## src/hw/sfl_defines.vh

```
`ifndef SFL_DEFINES_VH
`define SFL_DEFINES_VH
// Register select codes in the three low bits of a serial word
`define SFL_SEL_FREQ      3'h0
`define SFL_SEL_MODDIV    3'h1
`define SFL_SEL_PHASE     3'h2
`define SFL_SEL_FUNC      3'h3
`define SFL_SEL_TIMER     3'h4
`define SFL_SEL_PWRDN     3'h5
`define SFL_SEL_DIAG      3'h6
`define SFL_WORD_W        24
// Frequency word fields
`define SFL_INT_LSB       15
`define SFL_INT_W         8
`define SFL_FRACTIONAL_NUMERATOR_LSB      3
`define SFL_FRACTIONAL_NUMERATOR_W        12
// Modulus field and host range
`define SFL_MOD_LSB       3
`define SFL_MOD_W         12
`define SFL_MOD_MIN       12'h00d
`define SFL_MOD_MAX       12'hfff
// Phase seed field
`define SFL_PHASE_LSB     3
// Function bits
`define SFL_FUNC_GND_BIT  5
`define SFL_FUNC_POL_BIT  3
// Timer word fields and select codes
`define SFL_TMR_LSB       5
`define SFL_TMR_W         9
`define SFL_TSEL_LSB      3
`define SFL_TSEL_CUR      2'h2
`define SFL_TSEL_SWAB     2'h1
`define SFL_TSEL_SWC      2'h0
`define SFL_TMR_PRESC     2'h3
`define SFL_CUR_MAX       7'h40
`define SFL_CUR_MIN       7'h01
// Power-down bits (word bit 7 down to bit 3)
`define SFL_PD_LSB        3
`define SFL_PD_AMP_HI     4
`define SFL_PD_AMP_LO     3
`define SFL_PD_PUMP       2
`define SFL_PD_TRI        1
`define SFL_PD_CRST       0
`define SFL_PD_RESET      5'h1f
// Diagnostic mode word
`define SFL_DMODE_LSB     12
`define SFL_DMODE_DEFAULT 4'h0
`define SFL_DMODE_DITHER  4'h3
`define SFL_DMODE_LD10NS  4'h9
`define SFL_DMUX_LSB      3
`define SFL_DMUX_LOW      4'h0
`define SFL_DMUX_REFDIV   4'h1
`define SFL_DMUX_FBDIV    4'h2
`define SFL_DMUX_LOCK     4'h3
`define SFL_DMUX_CURTMR   4'h4
`define SFL_DMUX_SWABTMR  4'h5
`define SFL_DMUX_SWCTMR   4'h6
`define SFL_DMUX_HIGH     4'hf
`endif

```

## src/hw/sfl_ctrl.v

```verilog
// What this block does
// - Phase word seeds modulator, steps 360/modulus
// - Phase word held until next frequency write
// - Low ground bit grounds both pump outputs
// - Polarity bit one positive, zero negative
// - Nine-bit timers tick at quarter reference rate
// - Timer select chooses which counter loads
// - Frequency write starts timers, switches closed
// - Current timer expiry halves current six steps
// - Stay powered down until setup writes done
// - Both amp bits high power amp down
// - Pump power-down forces dividers, tristate, resets
// - Counter reset holds counters until frequency write
// - Three-state bit floats pump outputs
// - Mode word selects dither and lock threshold
// - Diagnostic pin routes selected internal signal
// - Next reference cycle loads divider, fast lock
// - Select code zero writes frequency word
`timescale 1ns/100ps
`include "sfl_defines.vh"
module sfl_ctrl (
  input  wire        sys_clk,
  input  wire        rst,
  input  wire        ser_clk,
  input  wire        ser_data,
  input  wire        load_enable_strobe,
  input  wire        pfd_ref,
  input  wire        fb_div,
  input  wire        lock_detect_raw,
  output reg  [7:0]  int_value_r,
  output reg  [11:0] fractional_numerator_r,
  output reg  [11:0] fractional_modulus_r,
  output reg  [11:0] modulator_seed_r,
  output reg         seed_load_r,
  output reg         pump_ground_n_r,
  output reg         pfd_positive_r,
  output reg         bandwidth_switch_a_r,
  output reg         bandwidth_switch_b_r,
  output reg         bandwidth_switch_c_r,
  output reg  [6:0]  pump_current_mult_r,
  output reg         amp_power_down_r,
  output reg         pump_power_down_r,
  output reg         dividers_load_r,
  output reg         pump_tristate_r,
  output reg         lock_detect_reset_r,
  output reg         ref_buffer_en_r,
  output reg         dither_en_r,
  output reg         lock_thresh_10ns_r,
  output reg         diagnostic_output_pin_r,
  output reg         device_active_r
);

  localparam NPIN = 6;
  localparam P_SCK = 0;
  localparam P_SDI = 1;
  localparam P_LE  = 2;
  localparam P_REF = 3;
  localparam P_FB  = 4;
  localparam P_LD  = 5;

  reg  [NPIN-1:0]              sync1_r;
  reg  [NPIN-1:0]              sync2_r;
  reg  [NPIN-1:0]              sync3_r;
  reg  [`SFL_WORD_W-1:0]       shift_r;
  reg  [`SFL_MOD_W-1:0]        mod_hold_r;
  reg  [`SFL_MOD_W-1:0]        phase_hold_r;
  reg  [`SFL_INT_W-1:0]        int_hold_r;
  reg  [`SFL_FRACTIONAL_NUMERATOR_W-1:0]       fractional_numerator_hold_r;
  reg  [`SFL_TMR_W-1:0]        tmr_cur_load_r;
  reg  [`SFL_TMR_W-1:0]        tmr_swab_load_r;
  reg  [`SFL_TMR_W-1:0]        tmr_swc_load_r;
  reg  [`SFL_TMR_W-1:0]        tmr_cur_r;
  reg  [`SFL_TMR_W-1:0]        tmr_swab_r;
  reg  [`SFL_TMR_W-1:0]        tmr_swc_r;
  reg  [1:0]                   presc_r;
  reg  [4:0]                   pd_r;
  reg  [3:0]                   dmux_r;
  reg                          pend_r;
  reg                          halted_r;
  reg                          ramp_r;
  reg                          seen_phase_r;
  reg                          seen_mod_r;
  reg                          diag_nxt;

  wire sck_rise = sync2_r[P_SCK] & ~sync3_r[P_SCK];
  wire le_rise  = sync2_r[P_LE] & ~sync3_r[P_LE];
  wire ref_rise = sync2_r[P_REF] & ~sync3_r[P_REF];
  wire qtick    = ref_rise & (presc_r == `SFL_TMR_PRESC);
  wire [2:0] sel = shift_r[2:0];

  function sel_is;
    input [2:0] s;
    input [2:0] code;
    begin
      sel_is = (s == code);
    end
  endfunction

  wire wr_freq  = le_rise & sel_is(sel, `SFL_SEL_FREQ);
  wire wr_mod   = le_rise & sel_is(sel, `SFL_SEL_MODDIV);
  wire wr_phase = le_rise & sel_is(sel, `SFL_SEL_PHASE);
  wire wr_func  = le_rise & sel_is(sel, `SFL_SEL_FUNC);
  wire wr_tmr   = le_rise & sel_is(sel, `SFL_SEL_TIMER);
  wire wr_pd    = le_rise & sel_is(sel, `SFL_SEL_PWRDN);
  wire wr_diag  = le_rise & sel_is(sel, `SFL_SEL_DIAG);
  wire [1:0] tsel = shift_r[`SFL_TSEL_LSB +: 2];
  wire [`SFL_TMR_W-1:0] tval = shift_r[`SFL_TMR_LSB +: `SFL_TMR_W];
  wire [4:0] pd_new = shift_r[`SFL_PD_LSB +: 5];
  wire [3:0] dmode = shift_r[`SFL_DMODE_LSB +: 4];
  wire pump_off = pd_r[`SFL_PD_PUMP];
  wire apply = pend_r & ref_rise;

  // Every pin is foreign to sys_clk; third stage only feeds edge detects
  genvar gi;
  generate
    for (gi = 0; gi < NPIN; gi = gi + 1) begin : g_sync
      always @(posedge sys_clk or posedge rst) begin
        if (rst) begin
          sync1_r[gi] <= 1'b0;
          sync2_r[gi] <= 1'b0;
          sync3_r[gi] <= 1'b0;
        end else begin
          sync1_r[gi] <= (gi == P_SCK) ? ser_clk :
                         (gi == P_SDI) ? ser_data :
                         (gi == P_LE)  ? load_enable_strobe :
                         (gi == P_REF) ? pfd_ref :
                         (gi == P_FB)  ? fb_div : lock_detect_raw;
          sync2_r[gi] <= sync1_r[gi];
          sync3_r[gi] <= sync2_r[gi];
        end
      end
    end
  endgenerate

  // Serial side stays alive through every power-down state
  always @(posedge sys_clk or posedge rst) begin
    if (rst) begin
      shift_r <= 24'h000000;
    end else if (sck_rise) begin
      shift_r <= {shift_r[`SFL_WORD_W-2:0], sync2_r[P_SDI]};
    end
  end

  // Register latching on the load strobe
  always @(posedge sys_clk or posedge rst) begin
    if (rst) begin
      mod_hold_r <= `SFL_MOD_MIN;
      phase_hold_r <= 12'h000;
      int_hold_r <= 8'h00;
      fractional_numerator_hold_r <= 12'h000;
      tmr_cur_load_r <= 9'h000;
      tmr_swab_load_r <= 9'h000;
      tmr_swc_load_r <= 9'h000;
      pd_r <= `SFL_PD_RESET;
      dmux_r <= `SFL_DMUX_LOW;
      pump_ground_n_r <= 1'b0;
      pfd_positive_r <= 1'b0;
      dither_en_r <= 1'b0;
      lock_thresh_10ns_r <= 1'b0;
      seen_phase_r <= 1'b0;
      seen_mod_r <= 1'b0;
    end else begin
      if (wr_freq) begin
        int_hold_r <= shift_r[`SFL_INT_LSB +: `SFL_INT_W];
        fractional_numerator_hold_r <= shift_r[`SFL_FRACTIONAL_NUMERATOR_LSB +: `SFL_FRACTIONAL_NUMERATOR_W];
      end
      if (wr_mod) begin
        mod_hold_r <= shift_r[`SFL_MOD_LSB +: `SFL_MOD_W];
        seen_mod_r <= 1'b1;
      end
      if (wr_phase) begin
        phase_hold_r <= shift_r[`SFL_PHASE_LSB +: `SFL_MOD_W];
        seen_phase_r <= 1'b1;
      end
      if (wr_func) begin
        pump_ground_n_r <= shift_r[`SFL_FUNC_GND_BIT];
        pfd_positive_r <= shift_r[`SFL_FUNC_POL_BIT];
      end
      if (wr_tmr) begin
        case (tsel)
          `SFL_TSEL_CUR:  tmr_cur_load_r <= tval;
          `SFL_TSEL_SWAB: tmr_swab_load_r <= tval;
          `SFL_TSEL_SWC:  tmr_swc_load_r <= tval;
          default: ;
        endcase
      end
      if (wr_pd) begin
        pd_r <= pd_new;
      end
      if (wr_diag) begin
        dmux_r <= shift_r[`SFL_DMUX_LSB +: 4];
        // Other mode codes are ignored so a stray write keeps state
        case (dmode)
          `SFL_DMODE_DEFAULT: begin
            dither_en_r <= 1'b0;
            lock_thresh_10ns_r <= 1'b0;
          end
          `SFL_DMODE_DITHER: dither_en_r <= 1'b1;
          `SFL_DMODE_LD10NS: lock_thresh_10ns_r <= 1'b1;
          default: ;
        endcase
      end
    end
  end

  // Apply on the reference edge after a frequency write, run timers
  always @(posedge sys_clk or posedge rst) begin
    if (rst) begin
      pend_r <= 1'b0;
      halted_r <= 1'b1;
      device_active_r <= 1'b0;
      int_value_r <= 8'h00;
      fractional_numerator_r <= 12'h000;
      fractional_modulus_r <= `SFL_MOD_MIN;
      modulator_seed_r <= 12'h000;
      seed_load_r <= 1'b0;
      presc_r <= 2'h0;
      tmr_cur_r <= 9'h000;
      tmr_swab_r <= 9'h000;
      tmr_swc_r <= 9'h000;
      ramp_r <= 1'b0;
      pump_current_mult_r <= `SFL_CUR_MIN;
    end else begin
      seed_load_r <= 1'b0;
      if (pump_off | pd_r[`SFL_PD_CRST]) begin
        halted_r <= 1'b1;
      end else if (wr_freq) begin
        halted_r <= 1'b0;
      end
      // Amp bits gate every activation on a frequency write; an amp power-down leaves the loop alone
      if (pump_off) begin
        device_active_r <= 1'b0;
      end else if (wr_freq & seen_phase_r & seen_mod_r & ~amp_power_down_r) begin
        device_active_r <= 1'b1;
      end
      if (wr_freq) begin
        pend_r <= 1'b1;
      end else if (apply) begin
        pend_r <= 1'b0;
      end
      if (halted_r) begin
        presc_r <= 2'h0;
        tmr_cur_r <= 9'h000;
        tmr_swab_r <= 9'h000;
        tmr_swc_r <= 9'h000;
        ramp_r <= 1'b0;
        pump_current_mult_r <= `SFL_CUR_MIN;
      end else if (apply) begin
        int_value_r <= int_hold_r;
        fractional_numerator_r <= fractional_numerator_hold_r;
        fractional_modulus_r <= mod_hold_r;
        modulator_seed_r <= phase_hold_r;
        seed_load_r <= 1'b1;
        presc_r <= 2'h0;
        tmr_cur_r <= tmr_cur_load_r;
        tmr_swab_r <= tmr_swab_load_r;
        tmr_swc_r <= tmr_swc_load_r;
        ramp_r <= 1'b1;
        pump_current_mult_r <= `SFL_CUR_MAX;
      end else begin
        if (ref_rise) begin
          presc_r <= presc_r + 2'h1;
        end
        if (qtick) begin
          if (tmr_cur_r != 9'h000) begin
            tmr_cur_r <= tmr_cur_r - 9'h001;
          end else if (ramp_r) begin
            // One halving per quarter tick: ramp spans six ticks
            pump_current_mult_r <= pump_current_mult_r >> 1;
            if (pump_current_mult_r == 7'h02) begin
              ramp_r <= 1'b0;
            end
          end
          if (tmr_swab_r != 9'h000) begin
            tmr_swab_r <= tmr_swab_r - 9'h001;
          end
          if (tmr_swc_r != 9'h000) begin
            tmr_swc_r <= tmr_swc_r - 9'h001;
          end
        end
      end
    end
  end

  always @* begin
    case (dmux_r)
      `SFL_DMUX_LOW:     diag_nxt = 1'b0;
      `SFL_DMUX_REFDIV:  diag_nxt = sync2_r[P_REF];
      `SFL_DMUX_FBDIV:   diag_nxt = sync2_r[P_FB];
      `SFL_DMUX_LOCK:    diag_nxt = sync2_r[P_LD] & ~pump_off;
      `SFL_DMUX_CURTMR:  diag_nxt = (tmr_cur_r != 9'h000);
      `SFL_DMUX_SWABTMR: diag_nxt = (tmr_swab_r != 9'h000);
      `SFL_DMUX_SWCTMR:  diag_nxt = (tmr_swc_r != 9'h000);
      `SFL_DMUX_HIGH:    diag_nxt = 1'b1;
      default:           diag_nxt = 1'b0;
    endcase
  end

  // Pin-facing controls, all registered
  always @(posedge sys_clk or posedge rst) begin
    if (rst) begin
      bandwidth_switch_a_r <= 1'b0;
      bandwidth_switch_b_r <= 1'b0;
      bandwidth_switch_c_r <= 1'b0;
      amp_power_down_r <= 1'b1;
      pump_power_down_r <= 1'b1;
      dividers_load_r <= 1'b1;
      pump_tristate_r <= 1'b1;
      lock_detect_reset_r <= 1'b1;
      ref_buffer_en_r <= 1'b0;
      diagnostic_output_pin_r <= 1'b0;
    end else begin
      bandwidth_switch_a_r <= (tmr_swab_r != 9'h000);
      bandwidth_switch_b_r <= (tmr_swab_r != 9'h000);
      bandwidth_switch_c_r <= (tmr_swc_r != 9'h000);
      // Mixed amp bits keep the previous state
      if (pd_r[`SFL_PD_AMP_HI] & pd_r[`SFL_PD_AMP_LO]) begin
        amp_power_down_r <= 1'b1;
      end else if (~pd_r[`SFL_PD_AMP_HI] & ~pd_r[`SFL_PD_AMP_LO]) begin
        amp_power_down_r <= 1'b0;
      end
      pump_power_down_r <= pump_off | ~device_active_r;
      dividers_load_r <= pump_off | halted_r;
      pump_tristate_r <= pump_off | pd_r[`SFL_PD_TRI];
      lock_detect_reset_r <= pump_off;
      ref_buffer_en_r <= ~pump_off;
      diagnostic_output_pin_r <= diag_nxt;
    end
  end

endmodule

```

## config.mk

```make
export PLATFORM = sky130hd
export DESIGN_NAME = sfl_ctrl
export DESIGN_NICKNAME = d
export VERILOG_FILES = /design/src/hw/sfl_ctrl.v
export VERILOG_INCLUDE_DIRS = /design/src /design/src/hw
export SDC_FILE = /design/constraint.sdc
export NUM_CORES = 1
export LEC_CHECK = 0
export BUFFER_PORTS_ARGS = -buffer_cell sky130_fd_sc_hd__buf_4
export CORE_MARGIN = 2
export CORE_UTILIZATION = 54
export DETAILED_ROUTE_END_ITERATION = 16
export GPL_ROUTABILITY_DRIVEN = 0
export PLACE_DENSITY = 0.75
export SETUP_SLACK_MARGIN = 0.05
export SLEW_MARGIN = 30
export SYNTH_ARGS = -nofsm -noshare
export SYNTH_HDL_FRONTEND = slang
export SYNTH_SLANG_ARGS = --single-unit
```

## constraint.sdc

```tcl
create_clock -name sys_clk -period 6.51 [get_ports sys_clk]
set_clock_uncertainty 0.2 [all_clocks]
set_input_delay 0.651 -clock sys_clk [delete_from_list [all_inputs] [get_ports sys_clk]]
set_output_delay 0.651 -clock sys_clk [all_outputs]
set_load 0.02 [all_outputs]
```

# After elaboration in Yosys (flattened, before gate mapping)
# Index checks and enable logic that the tools add are counted.
# totals
input_bits	8
elab_cells	177
reg_bits	218
out_inout_bits	67
# classes
n_bitwise	31
reduce_logical	29
n_addsub	4
n_mux	39
eq_ne	20
# op_table
op	n
$mux 9	12
$mux 7	5
$reduce_bool 9->1	3
$sub 9x1->9 const B	3
$reduce_and 2->1	10
$and 1x1->1	18
$reduce_bool 3->1	6
$mux 1	16
$eq 4x2->1 const B	3
$eq 4x3->1 const B	3
$reduce_bool 2->1	6
$eq 3x3->1 const B	3
$not 1->1	9
$eq 4x4->1 const B	2
$eq 7x2->1 const B	1
$pmux 1 s7	1
$eq 3x2->1 const B	2
$mux 2	3
$eq 2x2->1 const B	2
$eq 4x1->1 const B	1
$logic_not 4->1	1
$or 1x1->1	4
$pmux 1 s2	2
$eq 3x1->1 const B	1
6 further kinds	6

# Longest topological paths before layout
# Gate-level depths: netlist (run 1).
# logic_depth
depth_word	8
ltp_mapped	7
ltp_nobuf	6

# Worst setup path after synthesis (run 1)
# OpenSTA, ideal clock, no wires.
# synth_timing
kind	register -> register
from	register tmr_swc_r[0]
to	register tmr_swc_r[2]
path_stages_with_launch	7
required_time_ps	6209
setup_ps	101
path_buffers	0
setup_slack_ps	4633
synth_period_minus_slack_ps	1877
arrival_ps	1576
cell_sequence	dfrtp_1 > inv_1 > ha_1 > nor4b_4 > a21oi_2 > a211o_1 > o32ai_1
# synth_between
elab_chain_cells	5
elab_cells_between_ends	8
cone_classes	add/sub: 1; mux: 4; reduce/logical: 3
# synth_rtl
element	line_no	text
from (decl)	sfl_ctrl.v:74	reg [`SFL_TMR_W-1:0] tmr_swc_r;
from (signal assigned)	sfl_ctrl.v:257	tmr_swc_r <= tmr_swc_load_r;
from (signal assigned)	sfl_ctrl.v:278	tmr_swc_r <= tmr_swc_r - 9'h001;
$sub 9x1->9	sfl_ctrl.v:278	
$mux 9	sfl_ctrl.v:277	if (tmr_swc_r != 9'h000) begin
$mux 9	sfl_ctrl.v:264	if (qtick) begin
$mux 9	sfl_ctrl.v:248	end else if (apply) begin
$mux 9	sfl_ctrl.v:241	if (halted_r) begin
# Several ways; a longest one is shown, not always the timed one. The select of a mux whose other input is x is not followed.
# A chain may end at the register's enable or synchronous reset.

# Worst setup path in the final report (run 1)
# layout_timing
from	register halted_r
to	register tmr_cur_r[3]
# layout_between
elab_chain_cells	2
elab_cells_between_ends	4
cone_classes	mux: 1; reduce/logical: 3
# layout_rtl
element	line_no	text
from (decl)	sfl_ctrl.v:79	reg halted_r;
from (signal assigned)	sfl_ctrl.v:210	halted_r <= 1'b1;
from (signal assigned)	sfl_ctrl.v:226	halted_r <= 1'b1;
from (signal assigned)	sfl_ctrl.v:228	halted_r <= 1'b0;
$reduce_bool 3->1 (no source line)	--	
$reduce_and 2->1 (no source line)	--	
to (signal assigned)	sfl_ctrl.v:255	tmr_cur_r <= tmr_cur_load_r;
to (signal assigned)	sfl_ctrl.v:266	tmr_cur_r <= tmr_cur_r - 9'h001;
to (decl)	sfl_ctrl.v:72	reg [`SFL_TMR_W-1:0] tmr_cur_r;
# Several ways; a longest one is shown, not always the timed one.

==> flow_summary_export.csv, run 1 <==
group,metric,value,unit
outcome,status,"complete, no violations",
run,drv_cap,0,
cts,numClockSinks,218,
critical_path,start_kind,"flop",
cts,clkLatencyLatePin,0.50,ns
die,die-height,133,um
critical_path,arrival,2.68,ns
cts,cts_tree,"yes",
grt,grt_max_degree,193,
sta,relSlewSlack,45.6,%
sta,finalSetupViolCount,0,
critical_path,cp.required,6.69,ns
logic_synthesis,yosysSeqAreaShare,61.0,%
layout,n_antenna_cell,0,
critical_path,regToRegStartpoint,"halted_r",
cts,ctsHoldBuffers,0,
cts,cts.path.max_buffers,3,
route,drt_wl_total,18.1,mm
logic_synthesis,yosysWarnings,0,
die,initial_core_util,54.7,%
grt,grt_remaining_overflow,0,
layout,nets,732,
route,via_count,5495,
layout,drive_gt1_share,42.3,%
grt,grt_pass1_wl,30.1,mm
route,drc,0,
cts,cts_resized,0,
die,io_pins,75,
cts,cts_root_buf,"clkbuf_16",
critical_path,path_max_fanout,18,
cts,clkTransAtPathRegs,0.06,ns
die,die_w,133,um
route,post_drt_wl_per_cell,19.0,um
logic_synthesis,synth.ff_latch_count,218,
critical_path,rr_worst_depth,4,
sta,min_period_over_period,38.3,%
cts,cts_buffers,22,
die,die-area,17700,sq um
cts,h-tree-depth,1,
logic_synthesis,synth_area_per_cell,13.8,sq um
critical_path,rrSetupSlack,4.02,ns
logic_synthesis,synth_commonest_cells,"dfrtp_1 (200), mux2_2 (148), nor2_1 (25)",
logic_synthesis,synth_nets,664,
logic_synthesis,synth_area_leaders,"dfrtp_1 (56%), mux2_2 (19%), dfstp_2 (5.3%), mux2i_1 (1.2%), a21oi_1 (1.1%)",
layout,syn2layout_area_growth,17.2,%
critical_path,r2r_end,"tmr_cur_r[3]",
critical_path,max_stage_delay,0.77,ns
logic_synthesis,netlist_instances,651,
logic_synthesis,ys.flop_type,"dfrtp_1",
pwr,power_density,386,nW/um^2
logic_synthesis,netlist_area,8970,sq um
die,fp.coreArea,16400,sq um
sta,setup_tns,0,ns
layout,design_area,10500,sq um
logic_synthesis,synthArstFlopShare,100,%
logic_synthesis,synth_most_common_cell,"dfrtp_1",
pwr,p_leak,5.03,nW
sta,max_freq,401,MHz
sta,tightest_slew,0.816,ns
placed_design,pre_cts_ws,3.62,ns
route,drtIter0Drc,484,
sta,finalMaxSlewViolations,0,
pwr,ir_drop,0.249,mV
min_path,hp-class,"input pin to async pin",
placed_design,dpl.hpwl,11.3,mm
logic_synthesis,synth_cell_types,65,
critical_path,slowest_stage,"dfstp_2",
logic_synthesis,synth_top_area_cell,"dfrtp_1",
sta,finalHoldViolCount,0,
critical_path,crit_family,"flip-flops",
die,rows,47,
grt,antenna_found_initial,0,
sta,grt_setup_unrepaired,"false",
logic_synthesis,synth_largest_type_area_fraction,55.8,%
logic_synthesis,synth_edf_count,0,
critical_path,cp_num_buf_inv,1,
route,first_pass_iters,4,
placed_design,dpl_cell_area,9680,sq um
grt,grt_pass1_vias,5894,
cts,cts_setup_buffers,0,
sta,period_minus_slack,2.49,ns
sta,fin_ws,4.02,ns
critical_path,crit_path_end_kind,"flop",
critical_path,cp_cell_sequence,"inv_1 > nand2_1 > nor2_1 > o32ai_1",
grt,gr-usage-all-layers,21.1,%
critical_path,critPathKind,"flop to flop",
pwr,finalPower,0.00406,W
placed_design,io_buffer_count,74,
sta,hold_slack,0.0251,ns
route,drtAntennaViolNets,0,
layout,nFillCells,1176,
route,via_per_inst,5.75,
## how the worst max path moves through the flow
stage,slack [ns],from,end,cells after the start
floorplan,2.83,rst,bandwidth_switch_b_r,1
global placement,3.84,sync3_r[3],tmr_cur_r[3],4
detailed placement,3.62,sync3_r[3],tmr_cur_r[3],4
CTS,3.55,sync3_r[3],tmr_cur_r[3],4
global route,3.82,halted_r,tmr_cur_r[3],4
finish,4.02,halted_r,tmr_cur_r[3],4
## metrics by stage
stage	instances	util [%]
2_1_floorplan	651	-
3_3_place_gp	913	59.0
3_5_place_dp	913	59.0
4_1_cts	953	63.8
5_1_grt	955	64.1
6_report	955	64.1
## final cells by class
type / instances / area [sq um] / area share [%]
Clock buffer: 29 / 648 / 6.16
Tap cell: 220 / 275 / 2.62
Sequential cell: 218 / 5480 / 52.1
Inverter: 22 / 86.3 / 0.821
Multi-Input combinational cell: 377 / 3260 / 31.0
Timing Repair Buffer: 78 / 622 / 5.91
Clock inverter: 11 / 143 / 1.36
## cells in the final DEF, fill, tap and decap left out, drive strengths merged, types with 5 or more instances in the layout
cell | synthesis | routed
buf | 19 | 78
mux2i | 11 | 11
dfrtp | 200 | 200
nand3 | 14 | 14
nand3b | 5 | 5
a21oi | 21 | 21
nor2 | 25 | 25
nand4 | 7 | 7
or2 | 5 | 5
ha | 5 | 5
clkbuf | 15 | 29
dfstp | 18 | 18
nor4b | 5 | 5
mux2 | 148 | 148
nor3 | 12 | 12
inv | 22 | 22
clkinv | 0 | 5
xnor2 | 5 | 5
o21ai | 18 | 18
nand2 | 23 | 23
nor4 | 9 | 9
## power by group
| group | internal [W] | total (W) | leakage (nW) | switching (W) |
|---|---|---|---|---|
| combinational | 0.000381 | 0.000748 | 1.77 | 0.000367 |
| sequential | 0.00166 | 0.00197 | 2.87 | 0.000316 |
| clock | 0.000823 | 0.00134 | 0.388 | 0.000516 |
| total | 0.00286 | 0.00406 | 5.03 | 0.00120 |
## cells by family after synthesis
family | share of synthesized area, %
DFF | 61.0
muxes | 19.8
and+or+nand+nor | 9.12
AOI/OAI and AO/OA | 6.19
buffers and inverters | 2.68
xor gates and xnor gates | 0.488
adders and majority gates | 0.697
## registers in the layout, indices dropped and copies added, names as in the netlist, 3 cells and up
| name | flops |
|---|---|
| shift_r | 23 |
| fractional_modulus_r | 12 |
| fractional_numerator_hold_r | 12 |
| fractional_numerator_r | 12 |
| mod_hold_r | 12 |
| modulator_seed_r | 12 |
| phase_hold_r | 12 |
| tmr_cur_load_r | 9 |
| tmr_cur_r | 9 |
| tmr_swab_load_r | 9 |
| tmr_swab_r | 9 |
| tmr_swc_load_r | 9 |
| tmr_swc_r | 9 |
| int_hold_r | 8 |
| int_value_r | 8 |
| pump_current_mult_r | 7 |
| sync1_r | 6 |
| sync2_r | 6 |
| pd_r | 5 |
| dmux_r | 4 |
| sync3_r | 3 |
## per-layer routing
metal / wire length (um) / up-vias / share of wire [%] / GRT usage [%]
li1: - / 2491 / - / -
met1: 7830 / 2839 / 43 / 27.7
met2: 9070 / 138 / 50 / 36.2
met3: 907 / 27 / 5.0 / 3.60
met4: 312 / 0 / 1.7 / 6.39
met5: 0 / - / 0 / 0
Note: power is estimated with default switching activity, not from simulation.
==> run 2, diff against run 1 <==
--- a/config.mk
+++ b/config.mk
@@ -8,10 +8,10 @@
 export LEC_CHECK = 0
 export BUFFER_PORTS_ARGS = -buffer_cell sky130_fd_sc_hd__buf_4
 export CORE_MARGIN = 2
-export CORE_UTILIZATION = 54
+export CORE_UTILIZATION = 59
 export DETAILED_ROUTE_END_ITERATION = 16
 export GPL_ROUTABILITY_DRIVEN = 0
-export PLACE_DENSITY = 0.75
+export PLACE_DENSITY = 0.78
 export SETUP_SLACK_MARGIN = 0.05
 export SLEW_MARGIN = 30
 export SYNTH_ARGS = -nofsm -noshare
==> constraint.sdc (replaced) <==
create_clock -name sys_clk -period 2.3 [get_ports sys_clk]
set_clock_uncertainty 0.2 [all_clocks]
set_input_delay 0.23 -clock sys_clk [delete_from_list [all_inputs] [get_ports sys_clk]]
set_output_delay 0.23 -clock sys_clk [all_outputs]
set_load 0.02 [all_outputs]
==> flow_summary_export.csv, run 2 (synthesis results as in run 1) <==
group,metric,value,unit
critical_path,cp.required,2.52,ns
grt,grt_max_degree,64,
pwr,p_leak,5.19,nW
sta,period_minus_slack,2.12,ns
sta,setup_tns,0,ns
critical_path,arrival,2.34,ns
sta,finalMaxSlewViolations,0,
cts,numClockSinks,218,
cts,h-tree-depth,1,
min_path,hp-class,"input pin to async pin",
layout,final_common_cell,"dfrtp_1",
die,rows,45,
die,initial_core_util,59.7,%
die,io_pins,75,
placed_design,dpl.hpwl,12.5,mm
layout,syn2layout_area_growth,20.0,%
grt,gr-usage-all-layers,24.8,%
route,drtAntennaViolNets,0,
die,die_w,127,um
pwr,power_density,1090,nW/um^2
sta,fin_ws,0.182,ns
critical_path,path_max_fanout,8,
sta,grt_setup_unrepaired,"false",
run,drv_cap,0,
critical_path,critPathKind,"flop to flop",
cts,cts_tree,"yes",
cts,clkTransAtPathRegs,0.06,ns
die,die-height,127,um
layout,design_area,10800,sq um
pwr,ir_drop,0.748,mV
layout,nets,764,
critical_path,cp_cell_sequence,"inv_1 > ha_1 > or3b_1 > a2111oi_1 > a21oi_1 > o21ai_1",
route,first_pass_iters,5,
critical_path,crit_path_end_kind,"flop",
cts,cts.path.max_buffers,3,
route,drt_wl_total,19.6,mm
route,drtIter0Drc,511,
layout,layout_common_cells,"dfrtp_1 (200), mux2_2 (148), buf_4 (97)",
critical_path,slowest_stage,"dfrtp_1",
sta,relSlewSlack,59.2,%
sta,min_period_over_period,92.1,%
layout,n_antenna_cell,0,
sta,max_freq,472,MHz
route,via_count,5721,
layout,nFillCells,984,
grt,grt_remaining_overflow,0,
die,fp.coreArea,15000,sq um
outcome,status,"complete, no violations",
route,drc,0,
route,via_per_inst,5.99,
placed_design,dp.cells,906,
layout,drive_gt1_share,43.4,%
placed_design,pre_cts_ws,0.143,ns
layout,largest_register,"shift_r",
die,die-area,16200,sq um
placed_design,io_buffer_count,74,
critical_path,crit_start,"tmr_swc_r[0]",
grt,antenna_found_initial,0,
cts,cts_buffers,23,
sta,finalHoldViolCount,0,
critical_path,start_kind,"flop",
sta,tightest_slew,0.612,ns
route,post_drt_wl_per_cell,20.5,um
grt,grt_pass1_wl,32.1,mm
placed_design,dpl_cell_area,9880,sq um
grt,grt_pass1_vias,6100,
layout,stdcell_count,955,
cts,clkLatencyLatePin,0.50,ns
critical_path,max_stage_delay,0.42,ns
sta,finalSetupViolCount,0,
layout,largest_reg_flops,23,
cts,cts_root_buf,"clkbuf_16",
critical_path,regToRegStartpoint,"tmr_swc_r[0]",
[run 2: worst max-delay path: cells and delay by family, from the launching register on]
kind / cells / cell delay (ns)
AOI/OAI and AO/OA: 3 / 0.66
adders and majority gates: 1 / 0.30
buffers and inverters: 1 / 0.08
and+or+nand+nor: 1 / 0.39
DFF: 1 / 0.42
[run 2: per-stage QoR]
stage / power, W / utilization, % / hold slack [ns]
2_1_floorplan: 0.00686 / - / 0.0614
3_3_place_gp: 0.00770 / 65.7 / -0.00317
3_5_place_dp: 0.00785 / 65.7 / -0.00450
4_1_cts: 0.0118 / 71.6 / 0.0347
5_1_grt: 0.0123 / 71.7 / 0.0639
6_report: 0.0118 / 71.7 / 0.0453
[run 2: report_power, final]
| part | leakage, nW | total (W) | internal, W | switching [W] |
|---|---|---|---|---|
| Clock | 0.404 | 0.00389 | 0.00242 | 0.00147 |
| Combinational | 1.92 | 0.00231 | 0.00118 | 0.00113 |
| Sequential | 2.87 | 0.00556 | 0.00469 | 0.000866 |
| Total | 5.19 | 0.0118 | 0.00830 | 0.00346 |
[run 2: layout make-up]
| type | count | area, sq um | area share, % |
|---|---|---|---|
| clock buffers | 32 | 689 | 6.40 |
| clock inverters | 9 | 126 | 1.17 |
| inverters | 22 | 86.3 | 0.801 |
| multi-input cells | 377 | 3260 | 30.2 |
| flip-flops and latches | 218 | 5480 | 50.9 |
| well taps | 188 | 235 | 2.18 |
| repair buffers | 109 | 898 | 8.34 |
[run 2: routing by layer]
metal	GRT usage (%)	wire length (um)	up-vias
met5	0	0	-
met2	42.2	9860	195
li1	-	-	2550
met1	32.9	8150	2929
met4	7.89	524	0
met3	4.27	1040	47
[run 2: worst paths after layout]
kind / endpoint / slack [ns] / cells past startpoint
worst max-delay path: tmr_swc_r[4] / 0.18 / 6
worst min-delay path: sync3_r[3] / 0.05 / 3
worst max register to register: tmr_swc_r[4] / 0.18 / 6
worst min register to register: sync2_r[3] / 0.15 / 0
max in group asynchronous: pump_current_mult_r[0] / 1.16 / 4
min in group sys_clk: sync2_r[3] / 0.15 / 0
[run 2: timing repair]
item / CTS / global route
hold endpoints to repair: 207 / 0
setup endpoints to repair: 0 / 3
gates resized for setup: 0 / 1
setup buffers: 0 / 1
hold buffers: 7 / 0
==> run 3, diff against run 2 <==
--- a/config.mk
+++ b/config.mk
@@ -6,12 +6,13 @@
 export SDC_FILE = /design/constraint.sdc
 export NUM_CORES = 1
 export LEC_CHECK = 0
+export ABC_CLOCK_PERIOD_IN_PS = 1700
 export BUFFER_PORTS_ARGS = -buffer_cell sky130_fd_sc_hd__buf_4
-export CORE_MARGIN = 2
-export CORE_UTILIZATION = 59
+export CORE_MARGIN = 3
+export CORE_UTILIZATION = 54
 export DETAILED_ROUTE_END_ITERATION = 16
 export GPL_ROUTABILITY_DRIVEN = 0
-export PLACE_DENSITY = 0.78
+export PLACE_DENSITY = 0.75
 export SETUP_SLACK_MARGIN = 0.05
 export SLEW_MARGIN = 30
 export SYNTH_ARGS = -nofsm -noshare
==> constraint.sdc (replaced) <==
create_clock -name sys_clk -period 1.7 [get_ports sys_clk]
set_clock_uncertainty 0.2 [all_clocks]
set_input_delay 0.17 -clock sys_clk [delete_from_list [all_inputs] [get_ports sys_clk]]
set_output_delay 0.17 -clock sys_clk [all_outputs]
set_load 0.02 [all_outputs]
==> flow_summary_export.csv, run 3 (synthesis results as in run 1) <==
group,metric,value,unit
die,initial_core_util,55.9,%
sta,fin_ws,-0.235,ns
cts,numClockSinks,218,
cts,cts.path.max_buffers,3,
cts,cts_root_buf,"clkbuf_16",
sta,finalHoldViolCount,0,
route,drtAntennaViolNets,0,
grt,grt_remaining_overflow,0,
route,drtIter0Drc,627,
layout,syn2layout_area_growth,41.9,%
critical_path,start_kind,"flop",
outcome,status,"complete, but fails checks",
sta,finalMaxSlewViolations,0,
grt,antenna_found_initial,0,
sta,grt_setup_unrepaired,"true",
placed_design,dpl.hpwl,13.8,mm
critical_path,cp.required,1.88,ns
layout,largest_register,"shift_r",
route,post_drt_wl_per_cell,24.5,um
die,die_w,135,um
route,via_per_inst,6.03,
pwr,clock_power_share,29.6,%
pwr,p_seq_share,42.9,%
grt,grt_max_degree,36,
pwr,internal_power,0.0121,W
outcome,violations,"setup timing",
pwr,power.switching,0.00574,W
route,via_count,6547,
critical_path,arrival,2.12,ns
pwr,p_leak,6.01,nW
cts,clkTransAtPathRegs,0.06,ns
grt,grt_pass1_wl,39.6,mm
layout,n_antenna_cell,0,
layout,nets,866,
sta,min_period_over_period,114,%
layout,design_area,12700,sq um
route,first_pass_iters,5,
cts,cts_tree,"yes",
layout,largest_reg_flops,23,
die,die-area,18200,sq um
layout,layout_common_cells,"dfrtp_1 (197), buf_4 (155), mux2_4 (75)",
placed_design,io_buffer_count,74,
sta,finalSetupViolCount,135,
critical_path,crit_path_end_kind,"flop",
layout,drive_gt1_share,56.8,%
die,fp.coreArea,16100,sq um
pwr,power_density,1400,nW/um^2
sta,max_freq,517,MHz
cts,h-tree-depth,1,
die,rows,46,
cts,cts_buffers,23,
pwr,sw_frac_of_total,32.2,%
grt,gr-usage-all-layers,27.7,%
sta,setup_tns,-11.49,ns
critical_path,path_max_fanout,7,
grt,grt_pass1_vias,6949,
cts,clkLatencyLatePin,0.51,ns
route,drc,0,
die,die-height,135,um
run,drv_cap,0,
layout,final_common_cell,"dfrtp_1",
sta,relSlewSlack,58.4,%
sta,period_minus_slack,1.93,ns
sta,tightest_slew,0.623,ns
min_path,hp-class,"input pin to async pin",
placed_design,dpl_cell_area,10500,sq um
pwr,p_comb_share,27.5,%
route,drt_wl_total,26.5,mm
critical_path,critPathKind,"flop to flop",
die,io_pins,75,
pwr,ir_drop,1.07,mV
-- run 3: cell types whose count changed in the layout (fill, tap and decap cells not counted), moves of 10 or more --
cell | before | now
buf_6 | 0 | 24
buf_4 | 97 | 155
buf_12 | 5 | 15
mux2_2 | 148 | 73
mux2_4 | 0 | 75
-- run 3: per-layer routing --
metal  vias to the layer above  track usage [%]  routed length [um]  share of wire [%]
met3                        76             4.77                1530                5.8
met4                         0             10.4                 827                3.1
li1                       2753                -                   -                  -
met5                         -                0                   0                  0
met1                      3413             35.9               10500                 40
met2                       305             47.1               13700                 52
-- run 3: path summary, 6_finish.rpt --
| check | from | endpoint | slack [ns] | cells after the start |
|---|---|---|---|---|
| max | tmr_cur_r[1] | tmr_cur_r[1] | -0.23 | 6 |
| min | rst | pend_r | 0.09 | 3 |
| max reg2reg | tmr_cur_r[1] | tmr_cur_r[1] | -0.23 | 6 |
| min reg2reg | sync1_r[4] | sync2_r[4] | 0.15 | 0 |
| max in group asynchronous | rst | fractional_modulus_r[0] | 0.57 | 4 |
| min in group sys_clk | ser_clk | sync1_r[0] | 0.11 | 2 |
-- run 3: cell type report --
type                    count  area, sq um
clock inverters             8          128
clock buffers              33          663
well taps                 216          270
inverters                  22         86.3
repair buffers            211         2070
multi-input cells         377         4040
fillers                   805         3320
flip-flops and latches    218         5480
-- run 3: critical path, stage by stage (launching register included) --
cell	delay, ns
dfrtp_1	0.40
inv_2	0.10
ha_4	0.14
nor3b_4	0.27
a31oi_4	0.20
nor4b_4	0.19
a311o_1	0.32
-- run 3: timing repair --
action                                 4_1_cts  5_1_grt
endpoints found under the hold margin      206        0
hold buffers                                 7        0
buffers inserted                            29       20
setup endpoints to repair                  158      166
resized for setup                          133       49
gates cloned                                10        2
pin swaps                                   28       39
-- run 3: per-stage QoR --
step	setup WS [ns]	utilization, %	cells	hold slack (ns)	power, W
4_1_cts	-0.147	76.8	1064	0.0992	0.0171
2_1_floorplan	-1.50	-	651	0.00143	0.00946
5_1_grt	-0.290	79.3	1085	0.107	0.0184
3_5_place_dp	-0.211	65.6	986	0.0566	0.0112
6_report	-0.235	79.3	1085	0.0864	0.0179
3_3_place_gp	-0.162	65.6	986	0.0648	0.0110
-- run 3: power by group through the flow --
stage	sequential, W	clock [W]	combinational [W]
6_report	0.00766	0.00529	0.00491
5_1_grt	0.00775	0.00556	0.00514
4_1_cts	0.00750	0.00527	0.00430
3_5_place_dp	0.00751	0	0.00373
3_3_place_gp	0.00744	0	0.00359
2_1_floorplan	0.00726	0	0.00220
